<file path="src/rtl/rws_regs.svh">
// Register offsets, field positions, reset values and timing counts for the reset and wake block.
`ifndef RWS_REGS_SVH
`define RWS_REGS_SVH
`define RWS_OFF_RCC        12'h000
`define RWS_OFF_WAKE       12'h004
`define RWS_OFF_STAT       12'h008
`define RWS_BIT_IPE        7
`define RWS_BIT_SBE        6
`define RWS_BIT_RIF        4
`define RWS_BIT_WDF        3
`define RWS_BIT_SLF        2
`define RWS_BIT_POF        1
`define RWS_BIT_BOF        0
`define RWS_RCC_RST        8'h1c
`define RWS_CLK_MHZ        125
`define RWS_TCSD_NS        10000
`define RWS_TCSD_CYC       ((`RWS_TCSD_NS * `RWS_CLK_MHZ) / 1000)
`define RWS_TOST_CYC       1024
`define RWS_PLL_LOCK_DELAY_US        2000
`define RWS_PLL_LOCK_DELAY_CYC       (`RWS_PLL_LOCK_DELAY_US * `RWS_CLK_MHZ)
`define RWS_TIOB_US        1000
`define RWS_TIOB_CYC       (`RWS_TIOB_US * `RWS_CLK_MHZ)
`define RWS_FILT_CYC       16
`endif

</file>
<file path="src/rtl/rws_pkg.sv">
// Types shared by the reset and wake block.
package rws_pkg;
    // Clock source categories before and after a wake.
    typedef enum logic [2:0] {
        RWS_SRC_NONE,
        RWS_SRC_PRI_XT,
        RWS_SRC_PRI_PLL,
        RWS_SRC_PRI_OTHER,
        RWS_SRC_SLOW_RC,
        RWS_SRC_FAST_RC,
        RWS_SRC_SEC_XTAL
    } rws_src_e;
    // Wake sequencer states.
    typedef enum logic [1:0] {
        RWS_ST_RUN,
        RWS_ST_WAIT
    } rws_state_e;
    // One-cycle reset and instruction events from the core.
    typedef struct packed {
        logic por;
        logic brownout;
        logic watchdog;
        logic reset_instr;
        logic stack_full;
        logic stack_under;
        logic watchdog_clear_op;
        logic sleep_op;
    } rws_evt_s;
    // APB request group.
    typedef struct packed {
        logic        psel;
        logic        penable;
        logic        pwrite;
        logic [11:0] paddr;
        logic [31:0] pwdata;
    } rws_apb_s;
endpackage

</file>
<file path="src/rtl/rws_top.sv">
// Reset cause tracking, external reset filter and wake exit delay sequencer.
//
// The register offsets and the APB interface to the registers were left to the implementer.
`timescale 1ns/10ps
`default_nettype none
`include "rws_regs.svh"
module rws_top
    import rws_pkg::*;
#(
    parameter int unsigned PLL_LOCK_DELAY_CYC = `RWS_PLL_LOCK_DELAY_CYC,
    parameter int unsigned TIOB_CYC = `RWS_TIOB_CYC
) (
    // Clock and reset.
    input  wire logic          clk_i,
    input  wire logic          rst_i,
    // APB slave.
    input  wire rws_pkg::rws_apb_s apb_i,
    output logic [31:0]        prdata_o,
    output logic               pready_o,
    output logic               pslverr_o,
    // Configuration straps.
    input  wire logic [1:0]    brownout_mode_cfg_i,
    input  wire logic          ext_reset_pin_enable_i,
    // Core events and supply monitor.
    input  wire rws_pkg::rws_evt_s evt_i,
    input  wire logic          supply_low_i,
    input  wire logic          sleep_mode_i,
    // Wake request and clock sources.
    input  wire logic          wake_i,
    input  wire rws_pkg::rws_src_e src_before_i,
    input  wire rws_pkg::rws_src_e src_after_i,
    // External reset pin.
    input  wire logic          ext_reset_pin_i,
    output logic               ext_reset_pin_o,
    output logic               ext_reset_pin_oe_o,
    // Results.
    output logic               sys_reset_o,
    output logic               pin_input_o,
    output logic               cpu_stall_o,
    output logic               primary_clock_ready_o,
    output logic               fast_rc_stable_o,
    output logic               irq_priority_enable_o,
    output logic               brownout_active_o
);
    import rws_pkg::*;

    localparam int unsigned TCSD_CYC = `RWS_TCSD_CYC;
    localparam int unsigned TOST_CYC = `RWS_TOST_CYC;

    // Saturating decrement used by every delay counter.
    function automatic logic [31:0] dec_sat(input logic [31:0] v);
        dec_sat = (v == 32'h0) ? 32'h0 : v - 32'h1;
    endfunction

    // Pin synchroniser and filter state.
    logic        pin_s1_q, pin_s2_q;
    logic [4:0]  filt_q, filt_d;
    logic        pin_rst_q, pin_rst_d;
    logic        pin_in_q, pin_in_d;
    // Reset control register and brownout hold.
    logic [7:0]  rcc_q, rcc_d;
    logic        bor_hold_q, bor_hold_d;
    logic        sys_rst_q, sys_rst_d;
    logic        cfg_seen_q;
    // Wake sequencer.
    rws_state_e  st_q, st_d;
    logic [31:0] cpu_cnt_q, cpu_cnt_d;
    logic [31:0] clk_cnt_q, clk_cnt_d;
    logic [31:0] rc_cnt_q, rc_cnt_d;
    logic        pri_rdy_q, pri_rdy_d;
    logic        rc_ok_q, rc_ok_d;
    logic        stall_q, stall_d;
    // Bus answer.
    logic [31:0] rdata_q, rdata_d;
    logic        rdy_q, rdy_d;
    logic        err_q, err_d;

    logic        sw_mode;
    logic        bor_en;
    logic        acc;
    logic        wr;
    assign sw_mode = (brownout_mode_cfg_i == 2'b01);
    // Mode 10 drops brownout protection while sleeping.
    assign bor_en = sw_mode ? rcc_q[`RWS_BIT_SBE] :
                    (brownout_mode_cfg_i == 2'b11) ||
                    ((brownout_mode_cfg_i == 2'b10) && !sleep_mode_i);
    assign acc = apb_i.psel && apb_i.penable && !rdy_q;
    // A write lands only at the edge that sees pready high, where the master completes it.
    assign wr  = apb_i.psel && apb_i.penable && rdy_q && apb_i.pwrite;

    // Two flip-flop synchroniser on the pin; nothing else reads the first stage.
    always_ff @(posedge clk_i or posedge rst_i) begin
        if (rst_i) begin
            pin_s1_q <= 1'b1;
            pin_s2_q <= 1'b1;
        end else begin
            pin_s1_q <= ext_reset_pin_i;
            pin_s2_q <= pin_s1_q;
        end
    end

    // Filter counts consecutive low samples; a high sample restarts it.
    always_comb begin
        filt_d    = filt_q;
        pin_rst_d = 1'b0;
        pin_in_d  = pin_s2_q;
        if (!ext_reset_pin_enable_i) begin
            filt_d = 5'h0;
        end else if (pin_s2_q) begin
            filt_d = 5'h0;
        end else if (filt_q == 5'(`RWS_FILT_CYC)) begin
            pin_rst_d = 1'b1;
        end else begin
            filt_d = filt_q + 5'h1;
        end
    end

    // Filter registers.
    always_ff @(posedge clk_i or posedge rst_i) begin
        if (rst_i) begin
            filt_q    <= 5'h0;
            pin_rst_q <= 1'b0;
            pin_in_q  <= 1'b1;
        end else begin
            filt_q    <= filt_d;
            pin_rst_q <= pin_rst_d;
            pin_in_q  <= pin_in_d;
        end
    end

    // Reset control register: hardware events win over a same-cycle write.
    always_comb begin
        rcc_d      = rcc_q;
        bor_hold_d = bor_hold_q;
        if (wr && apb_i.paddr == `RWS_OFF_RCC) begin
            rcc_d[`RWS_BIT_IPE] = apb_i.pwdata[`RWS_BIT_IPE];
            rcc_d[`RWS_BIT_SBE] = sw_mode & apb_i.pwdata[`RWS_BIT_SBE];
            rcc_d[`RWS_BIT_RIF] = apb_i.pwdata[`RWS_BIT_RIF];
            rcc_d[`RWS_BIT_POF] = apb_i.pwdata[`RWS_BIT_POF];
            rcc_d[`RWS_BIT_BOF] = apb_i.pwdata[`RWS_BIT_BOF];
        end
        if (evt_i.watchdog_clear_op || evt_i.sleep_op) begin
            rcc_d[`RWS_BIT_WDF] = 1'b1;
        end
        if (evt_i.watchdog) begin
            rcc_d[`RWS_BIT_WDF] = 1'b0;
        end
        if (evt_i.watchdog_clear_op) begin
            rcc_d[`RWS_BIT_SLF] = 1'b1;
        end
        if (evt_i.sleep_op) begin
            rcc_d[`RWS_BIT_SLF] = 1'b0;
        end
        if (evt_i.reset_instr) begin
            rcc_d[`RWS_BIT_RIF] = 1'b0;
        end
        if (bor_en && supply_low_i) begin
            bor_hold_d = 1'b1;
        end else if (!supply_low_i) begin
            bor_hold_d = 1'b0;
        end
        if (evt_i.brownout && bor_en) begin
            rcc_d[`RWS_BIT_BOF] = 1'b0;
        end
        if (evt_i.por) begin
            rcc_d[`RWS_BIT_POF] = 1'b0;
            rcc_d[`RWS_BIT_WDF] = 1'b1;
            rcc_d[`RWS_BIT_SLF] = 1'b1;
            rcc_d[`RWS_BIT_BOF] = 1'b0;
        end
        rcc_d[5] = 1'b0;
        if (!sw_mode) begin
            rcc_d[`RWS_BIT_SBE] = 1'b0;
        end
    end

    always_comb begin
        sys_rst_d = evt_i.por | bor_hold_q | pin_rst_q | evt_i.watchdog
                  | evt_i.reset_instr | evt_i.stack_full | evt_i.stack_under;
    end

    // Registers; software enable default is caught once after reset release.
    always_ff @(posedge clk_i or posedge rst_i) begin
        if (rst_i) begin
            rcc_q      <= `RWS_RCC_RST;
            bor_hold_q <= 1'b0;
            sys_rst_q  <= 1'b1;
            cfg_seen_q <= 1'b0;
        end else begin
            rcc_q      <= rcc_d;
            bor_hold_q <= bor_hold_d;
            sys_rst_q  <= sys_rst_d;
            cfg_seen_q <= 1'b1;
            // enable resets one in mode 01
            if (!cfg_seen_q) begin
                rcc_q[`RWS_BIT_SBE] <= sw_mode;
            end
        end
    end

    // Wake sequencer: the CPU delay loads on every wake, the clock and fast RC delays only on a matching source change; all count in parallel.
    always_comb begin
        st_d      = st_q;
        cpu_cnt_d = dec_sat(cpu_cnt_q);
        clk_cnt_d = dec_sat(clk_cnt_q);
        rc_cnt_d  = dec_sat(rc_cnt_q);
        pri_rdy_d = pri_rdy_q;
        rc_ok_d   = rc_ok_q;
        stall_d   = stall_q;
        // Fast RC settle never stalls the CPU.
        if (!rc_ok_q && rc_cnt_q == 32'h1) begin
            rc_ok_d = 1'b1;
        end
        case (st_q)
            RWS_ST_RUN: begin
                if (wake_i) begin
                    st_d    = RWS_ST_WAIT;
                    stall_d = 1'b1;
                    cpu_cnt_d = TCSD_CYC;
                    if ((src_after_i == RWS_SRC_PRI_XT || src_after_i == RWS_SRC_PRI_PLL)
                        && src_before_i != RWS_SRC_PRI_XT
                        && src_before_i != RWS_SRC_PRI_PLL) begin
                        clk_cnt_d = TOST_CYC
                                  + ((src_after_i == RWS_SRC_PRI_PLL) ? PLL_LOCK_DELAY_CYC : 32'h0);
                        pri_rdy_d = 1'b0;
                    end
                    // no extra when already fast RC
                    if (src_after_i == RWS_SRC_FAST_RC && src_before_i != RWS_SRC_FAST_RC) begin
                        rc_cnt_d = TIOB_CYC;
                        rc_ok_d  = 1'b0;
                    end
                end
            end
            RWS_ST_WAIT: begin
                if (clk_cnt_q == 32'h1) begin
                    pri_rdy_d = 1'b1;
                end
                if (cpu_cnt_q <= 32'h1 && clk_cnt_q <= 32'h1) begin
                    st_d    = RWS_ST_RUN;
                    stall_d = 1'b0;
                end
            end
            default: begin
                st_d    = RWS_ST_RUN;
                stall_d = 1'b0;
            end
        endcase
    end

    // Sequencer registers.
    always_ff @(posedge clk_i or posedge rst_i) begin
        if (rst_i) begin
            st_q      <= RWS_ST_RUN;
            cpu_cnt_q <= 32'h0;
            clk_cnt_q <= 32'h0;
            rc_cnt_q  <= 32'h0;
            pri_rdy_q <= 1'b1;
            rc_ok_q   <= 1'b1;
            stall_q   <= 1'b0;
        end else begin
            st_q      <= st_d;
            cpu_cnt_q <= cpu_cnt_d;
            clk_cnt_q <= clk_cnt_d;
            rc_cnt_q  <= rc_cnt_d;
            pri_rdy_q <= pri_rdy_d;
            rc_ok_q   <= rc_ok_d;
            stall_q   <= stall_d;
        end
    end

    // APB answer: one wait state, then pready for one cycle.
    always_comb begin
        rdy_d   = acc;
        err_d   = 1'b0;
        rdata_d = 32'h0;
        if (acc) begin
            case (apb_i.paddr)
                `RWS_OFF_RCC:  rdata_d = {24'h0, rcc_q};
                `RWS_OFF_WAKE: rdata_d = {29'h0, rc_ok_q, pri_rdy_q, stall_q};
                `RWS_OFF_STAT: rdata_d = {28'h0, bor_hold_q, pin_rst_q, pin_in_q, bor_en};
                default:       err_d = 1'b1;
            endcase
        end
    end

    // Bus answer registers.
    always_ff @(posedge clk_i or posedge rst_i) begin
        if (rst_i) begin
            rdata_q <= 32'h0;
            rdy_q   <= 1'b0;
            err_q   <= 1'b0;
        end else begin
            rdata_q <= rdata_d;
            rdy_q   <= rdy_d;
            err_q   <= err_d;
        end
    end

    assign ext_reset_pin_o       = 1'b0;
    assign ext_reset_pin_oe_o    = 1'b0;
    assign prdata_o              = rdata_q;
    assign pready_o              = rdy_q;
    assign pslverr_o             = err_q;
    assign sys_reset_o           = sys_rst_q;
    assign pin_input_o           = pin_in_q;
    assign cpu_stall_o           = stall_q;
    assign primary_clock_ready_o = pri_rdy_q;
    assign fast_rc_stable_o      = rc_ok_q;
    assign irq_priority_enable_o = rcc_q[`RWS_BIT_IPE];
    assign brownout_active_o     = bor_hold_q;
endmodule
`default_nettype wire

</file>
<file path="config.mk">
export PLATFORM = sky130hd
export DESIGN_NAME = rws_top
export DESIGN_NICKNAME = d
export VERILOG_FILES = /design/src/rtl/rws_pkg.sv /design/src/rtl/rws_top.sv
export VERILOG_INCLUDE_DIRS = /design/src /design/src/rtl
export SDC_FILE = /design/constraint.sdc
export NUM_CORES = 1
export LEC_CHECK = 0
export BUFFER_PORTS_ARGS = -buffer_cell sky130_fd_sc_hd__clkbuf_2
export CAP_MARGIN = 10
export CORE_ASPECT_RATIO = 0.5
export CORE_MARGIN = 2
export CORE_UTILIZATION = 56
export CTS_CLUSTER_DIAMETER = 50
export DETAILED_ROUTE_END_ITERATION = 12
export PLACE_DENSITY_LB_ADDON = 0.05
export SLEW_MARGIN = 5
export SYNTH_ARGS = -nofsm -noshare
export SYNTH_HDL_FRONTEND = slang
export SYNTH_SLANG_ARGS = --single-unit
</file>
<file path="constraint.sdc">
create_clock -name clk_i -period 4.97 [get_ports clk_i]
set_clock_uncertainty 0.15 [all_clocks]
set_input_delay 0.497 -clock clk_i [delete_from_list [all_inputs] [get_ports clk_i]]
set_output_delay 0.497 -clock clk_i [all_outputs]
set_load 0.1 [all_outputs]
</file>
; ---- Yosys cells after proc, flatten, opt, wreduce, memory -nomap -nowiden
; Cells that the tools add are included.
[word_totals]
reg_bits = 154
latch_bits = 0
mem_bits_rw = 0
romBits = 0
inputBits = 70
output_inout_bits = 43
word_cells = 145
n_memories = 0
[classes]
add_sub_neg = 5
n_mul = 0
div = 0
magnitude_cmp = 2
eq_ne = 22
shifts = 0
muxes = 51
bitwise_logic = 7
reduce_logical = 33
[ops]
columns = cell, count
row1 = 32-bit two-way mux, 11
row2 = 32-bit logical NOT, 3
row3 = "32-bit by 1-bit subtractor with 32-bit output, second input constant", 3
row4 = "32-bit by 1-bit equality test with 1-bit output, second input constant", 2
row5 = "32-bit by 1-bit less-or-equal comparator with 1-bit output, second input constant", 2
row6 = 1-bit two-way mux, 27
row7 = 8-bit case mux with 3 select lines, 1
row8 = "11-bit by 18-bit adder with 19-bit output, first input constant", 1
row9 = 18-bit two-way mux, 1
row10 = 5-bit two-way mux, 3
row11 = 1-bit logical AND, 13
row12 = "12-bit by 3-bit equality test with 1-bit output, second input constant", 1
row13 = "12-bit by 4-bit equality test with 1-bit output, second input constant", 1
row14 = 12-bit logical NOT, 1
row15 = 3-bit nonzero test, 3
row16 = 8-bit two-way mux, 1
row17 = "2-bit inequality test, second input constant", 4
row18 = 2-bit two-way mux, 3
row19 = "3-bit by 2-bit inequality test with 1-bit output, second input constant", 2
row20 = "3-bit inequality test, second input constant", 2
row21 = 1-bit OR, 6
row22 = 2-bit nonzero test, 3
row23 = "5-bit by 1-bit adder with 5-bit output, second input constant", 1
row24 = "5-bit equality test, second input constant", 1
row25 = 17 further kinds, 24

; ---- Longest topological paths before layout
[depth]
depth_word = 7
mapped_depth = 9

; ---- Worst setup path before layout
; No wires, ideal clock.
[synth_path]
path_kind = flip-flop to flip-flop
from = reg clk_cnt_q[18]
to = reg stall_q (netlist: cpu_stall_o)
t_arrival_ns = 2.205
required_ns = 4.698
slack_ns = 2.493
path_stages_with_launch = 7
n_path_buf = 1
cell_sequence = dfrtp_1 or4_4 or3_1 or3_1 buf_2 or3_1 o22a_1
[synth_via]
elab_chain_len = 4
[synth_lines]
columns = element, line_no
row1 = "start, declared", rws_top.sv:68  ; logic [31:0] clk_cnt_q, clk_cnt_d;
row2 = "start signal, assigned", rws_top.sv:263  ; clk_cnt_q <= clk_cnt_d;
row3 = 32-bit by 1-bit less-or-equal comparator with 1-bit output, rws_top.sv:238  ; if (cpu_cnt_q <= 32'h1 && clk_cnt_q <= 32'h1) begin
row4 = 1-bit logical AND, rws_top.sv:238
row5 = 2-bit inequality test (no line), -
row6 = 2-bit AND reduction (no line), -
row7 = "end signal, assigned", rws_top.sv:267  ; stall_q <= stall_d;
row8 = "end, declared", rws_top.sv:72  ; logic stall_q, stall_d;
; No other way between the ends.
; A chain may end at the register's enable or synchronous reset.

; ---- Worst setup path in the final report
[layout_path]
from = reg rc_cnt_q[0]
to = reg rc_cnt_q[17]
[layout_via]
elab_chain_len = 5
[layout_lines]
columns = element, line_no
row1 = "start, declared", rws_top.sv:69  ; logic [31:0] rc_cnt_q, rc_cnt_d;
row2 = "start signal, assigned", rws_top.sv:264  ; rc_cnt_q <= rc_cnt_d;
row3 = 32-bit by 1-bit subtractor with 32-bit output or 32-bit logical NOT (tied branches), rws_top.sv:52  ; dec_sat = (v == 32'h0) ? 32'h0 : v - 32'h1;
row4 = 32-bit two-way mux *, rws_top.sv:52
row5 = 32-bit two-way mux, rws_top.sv:228  ; if (src_after_i == RWS_SRC_FAST_RC && src_before_i != RWS_SRC_FAST_RC) begin
row6 = 32-bit two-way mux, rws_top.sv:216  ; if (wake_i) begin
row7 = 32-bit two-way mux *, rws_top.sv:214  ; case (st_q)
row8 = via rc_cnt_d[17], rws_top.sv:69
; Mark *: on every way through the listed nets, which the timed path passes. The rest lies on a longest branch.

==> impl_results.md <==
- Status: finished clean
- Number of hold-repair buffers added at the cts stage: 0
- Pwr per Cell Area: 429 mW/mm^2
- Clock tree from TritonCTS: yes
- Startpoint types: flip-flop
- Initial Util: a little under three fifths
- Die X-Extent: roughly 150 um
- TNS Setup: 0 ps
- Clock power frac: 42.6%
- Max Freq: 268 MHz
- Net load switching power: 898 uW
- Setup-failing EPs final: 0
- Post-Syn Area per Cell: 9.88 sq um
- Initial antenna violation count: 0
- Vias in the first global route: 4,596
- Antenna Cells: 0
- Clock Tree Buf Depth: 2
- Synthesized flop and latch total: 127
- Num CTS Buffers: 17
- Post-route cell area: about 0.0073 sq mm
- Commonest cells post-synth: 118 x dfrtp_1, 115 x nor2_1, 68 x xnor2_1, 41 x nor3_1, 40 x nor4_1
- Worst path cell trace: inv_1 > ha_1 > nor3b_1 > nand4_1 > nor4_2 > nand2b_1 > nor2_1
- Distinct cell type count after synthesis: 46
- Sequential area share after synthesis: 50.3%
- Die Ht: between 70 and 80 um
- Top delay family on crit path: simple AND/OR/NAND/NOR gates
- Number of fill cells: 887
- Post-route clock period utilization: approximately three quarters
- Final core occ: around 66%
- DR WL/cell: 14.6 um
- RSZ-0062 raised after global routing: false
- First-pass GRT wire length: 21.9 mm
- Flop pwr share: between 40% and 50%
- Hold Path Class: in2reg
- Setup CP Type: reg2reg
- Nets: 778
- Port-buffer cells: 58
- Internal: between 2 and 2.5 mW
- Final Hold Fails: 0
- Mapped cell area: 0.00634 sq mm
- DRC: 0
- Via Count: 4,556
- Crit Path Max Fanout: 25
- Synthesis warning total: 0
- Resize count post-CTS: 0
- Core area: 0.0110 sq mm
- First DRT Iteration DRCs: 210
- Largest stage delay, worst path: about 850 ps
- Clk_lat worst skew: 400 ps
- Peak VDD IR: 0.197 mV
- ANT nets after route: 0
- Area Growth Syn to Fin: 14.5%
- Most common cell in the netlist: dfrtp_1
- Share of layout cells above drive strength 1: 15.4%
- Htree depth: 4
- Vias/cell: 5.32
- Slew headroom: 32.6%
- Pleak: around 3.1 nW
- Post-Synthesis Cells: 642
- Main synth FF type: dfrtp_1
- Min Tclk post-route: 3740 ps
- Arrival time at the worst endpoint: 3810 ps
- Final wirelength: 12.5 mm
- Largest net degree at the start of global routing: about 70
- First-pass DRT Iterations: 4
- CTS sink cnt: 127
- Async S/R FF share, synth: 100%
- Worst Path Buf+Inv: 1
- Post-DP HPWL: 8.28 mm
- Number of synthesized flops with an enable pin: 0
- Max-Cap Viols: 0
- CP Capture Type: flip-flop
- Post-CTS Setup Repair Bufs: 0
- Critical Path RT: between 5000 and 6000 ps
- I/O pin count: 113
- Sw Ratio: 28.8%
- Reg clk slew, reported paths: about 60 ps
- Grt total ovfl: 0
- Synth top area share: 46.6%
- Count of pins over their slew limit: 0
- Clock Tree Root: clkbuf_16
- Max stage delay cell, worst path: nand2b_1
- Gate power share: 15.2%
- Dominant cell type by area after synthesis: dfrtp_1
- GRT Overall Usage: 22.6%
- Worst Tran Pin Value: around 1000 ps
- Synth top area cells: dfrtp_1 47%, xnor2_1 9.4%, nor2_1 6.8%
- Row cnt: 27
- Gpl congestion: 0.803
- Area after DPL: 0.00663 sq mm
- Die ar.: 0.0122 sq mm
==> final timing paths <==
path                            slack (ps)            to  cells past startpoint       startpoint
worst max-delay path                  1230  rc_cnt_q[17]                      7      rc_cnt_q[0]
worst min-delay path                    30      pin_s1_q                      1  ext_reset_pin_i
worst max register to register        1230  rc_cnt_q[17]                      7      rc_cnt_q[0]
worst min register to register         210      pin_in_d                      0         pin_s1_q
max in group asynchronous             3560   pin_input_o                      3            rst_i
min in group asynchronous              120      rcc_q[6]                      2            rst_i
==> stage by stage <==
| stage | total power, mW | hold WS (ps) | setup slack (ps) | cells |
|---|---|---|---|---|
| 3_5_place_dp | 1.80 | 199 | 1270 | 825 |
| 4_1_cts | 3.14 | 15.2 | 1210 | 857 |
| 6_report | 3.12 | 28.3 | 1230 | 857 |
| 3_3_place_gp | 1.78 | 197 | 1390 | 825 |
| 5_1_grt | 3.27 | 11.1 | 890 | 857 |
| 2_1_floorplan | 1.71 | 195 | 954 | 668 |
==> cell families after synthesis <==
| group | share of synthesized area [%] |
|---|---|
| flip-flops | 50.3 |
| AO/OA/AOI/OAI | 4.05 |
| other | 0.118 |
| buffers and inverters | 5.82 |
| XOR/XNOR | 12.8 |
| AND/OR/NAND/NOR | 23.5 |
| adder cells (fa/ha/maj) | 1.78 |
| multiplexers | 1.60 |
==> worst reg2reg max path, stage by stage (launching register included) <==
cell and delay [ps]:
dfrtp_1 420, inv_1 90, ha_1 190, nor3b_1 460, nand4_1 540, nor4_2 680, nand2b_1 850, nor2_1 170
==> cells in the final DEF, fill, tap and decap left out, drive strengths merged, types with 3 or more instances in the layout <==
cell	netlist	layout
dfrtp	118	118
nor2	115	115
clkbuf	13	80
xnor2	68	68
nor3	41	41
nor4	41	41
conb	2	28
xor2	25	25
nand2	21	21
or3	20	20
inv	16	16
o21ai	16	16
nand3	10	10
a21oi	9	9
mux2i	9	9
ha	9	9
dfstp	9	9
nand2b	8	8
or4	8	8
nand4	7	7
or2	4	4
nand3b	4	4
o22ai	4	4
and2	4	4
bufinv	0	4
clkinv	0	4
o21a	3	3
buf	36	3
==> power groups by stage <==
stage | clock, mW | combinational, mW | sequential, mW
after floorplan | 0 | 0.397 | 1.31
final | 1.33 | 0.475 | 1.31
after CTS | 1.35 | 0.478 | 1.31
after detailed placement | 0 | 0.475 | 1.32
after global placement | 0 | 0.462 | 1.32
after global routing | 1.40 | 0.537 | 1.33
==> final cells by class <==
| cell class | instances | area (sq um) | share of cell area [%] |
|---|---|---|---|
| timing repair buffer | 61 | 313 | 4.31 |
| inverter | 16 | 62.6 | 0.862 |
| multi-input combinational | 476 | 2880 | 39.7 |
| sequential | 127 | 3190 | 43.9 |
| clock buffer | 22 | 474 | 6.53 |
| tap | 145 | 181 | 2.50 |
| clock inverter | 10 | 159 | 2.19 |
==> sequential cells by signal, summed over array words and instances (netlist names), 5 cells and up <==
name	count
prdata_o	7
cpu_cnt_q	32
filt_q	5
clk_cnt_q	32
rcc_q	7
rc_cnt_q	32
==> per-layer routing <==
metal | global-route usage, % | wire length [um] | up-vias
met5 | 0 | 0 | -
li1 | - | - | 2248
met1 | 30.7 | 6310 | 2217
met2 | 37.1 | 5670 | 83
met4 | 6.67 | 109 | 0
met3 | 4.69 | 429 | 8
Power figures use the tool's default switching activity.
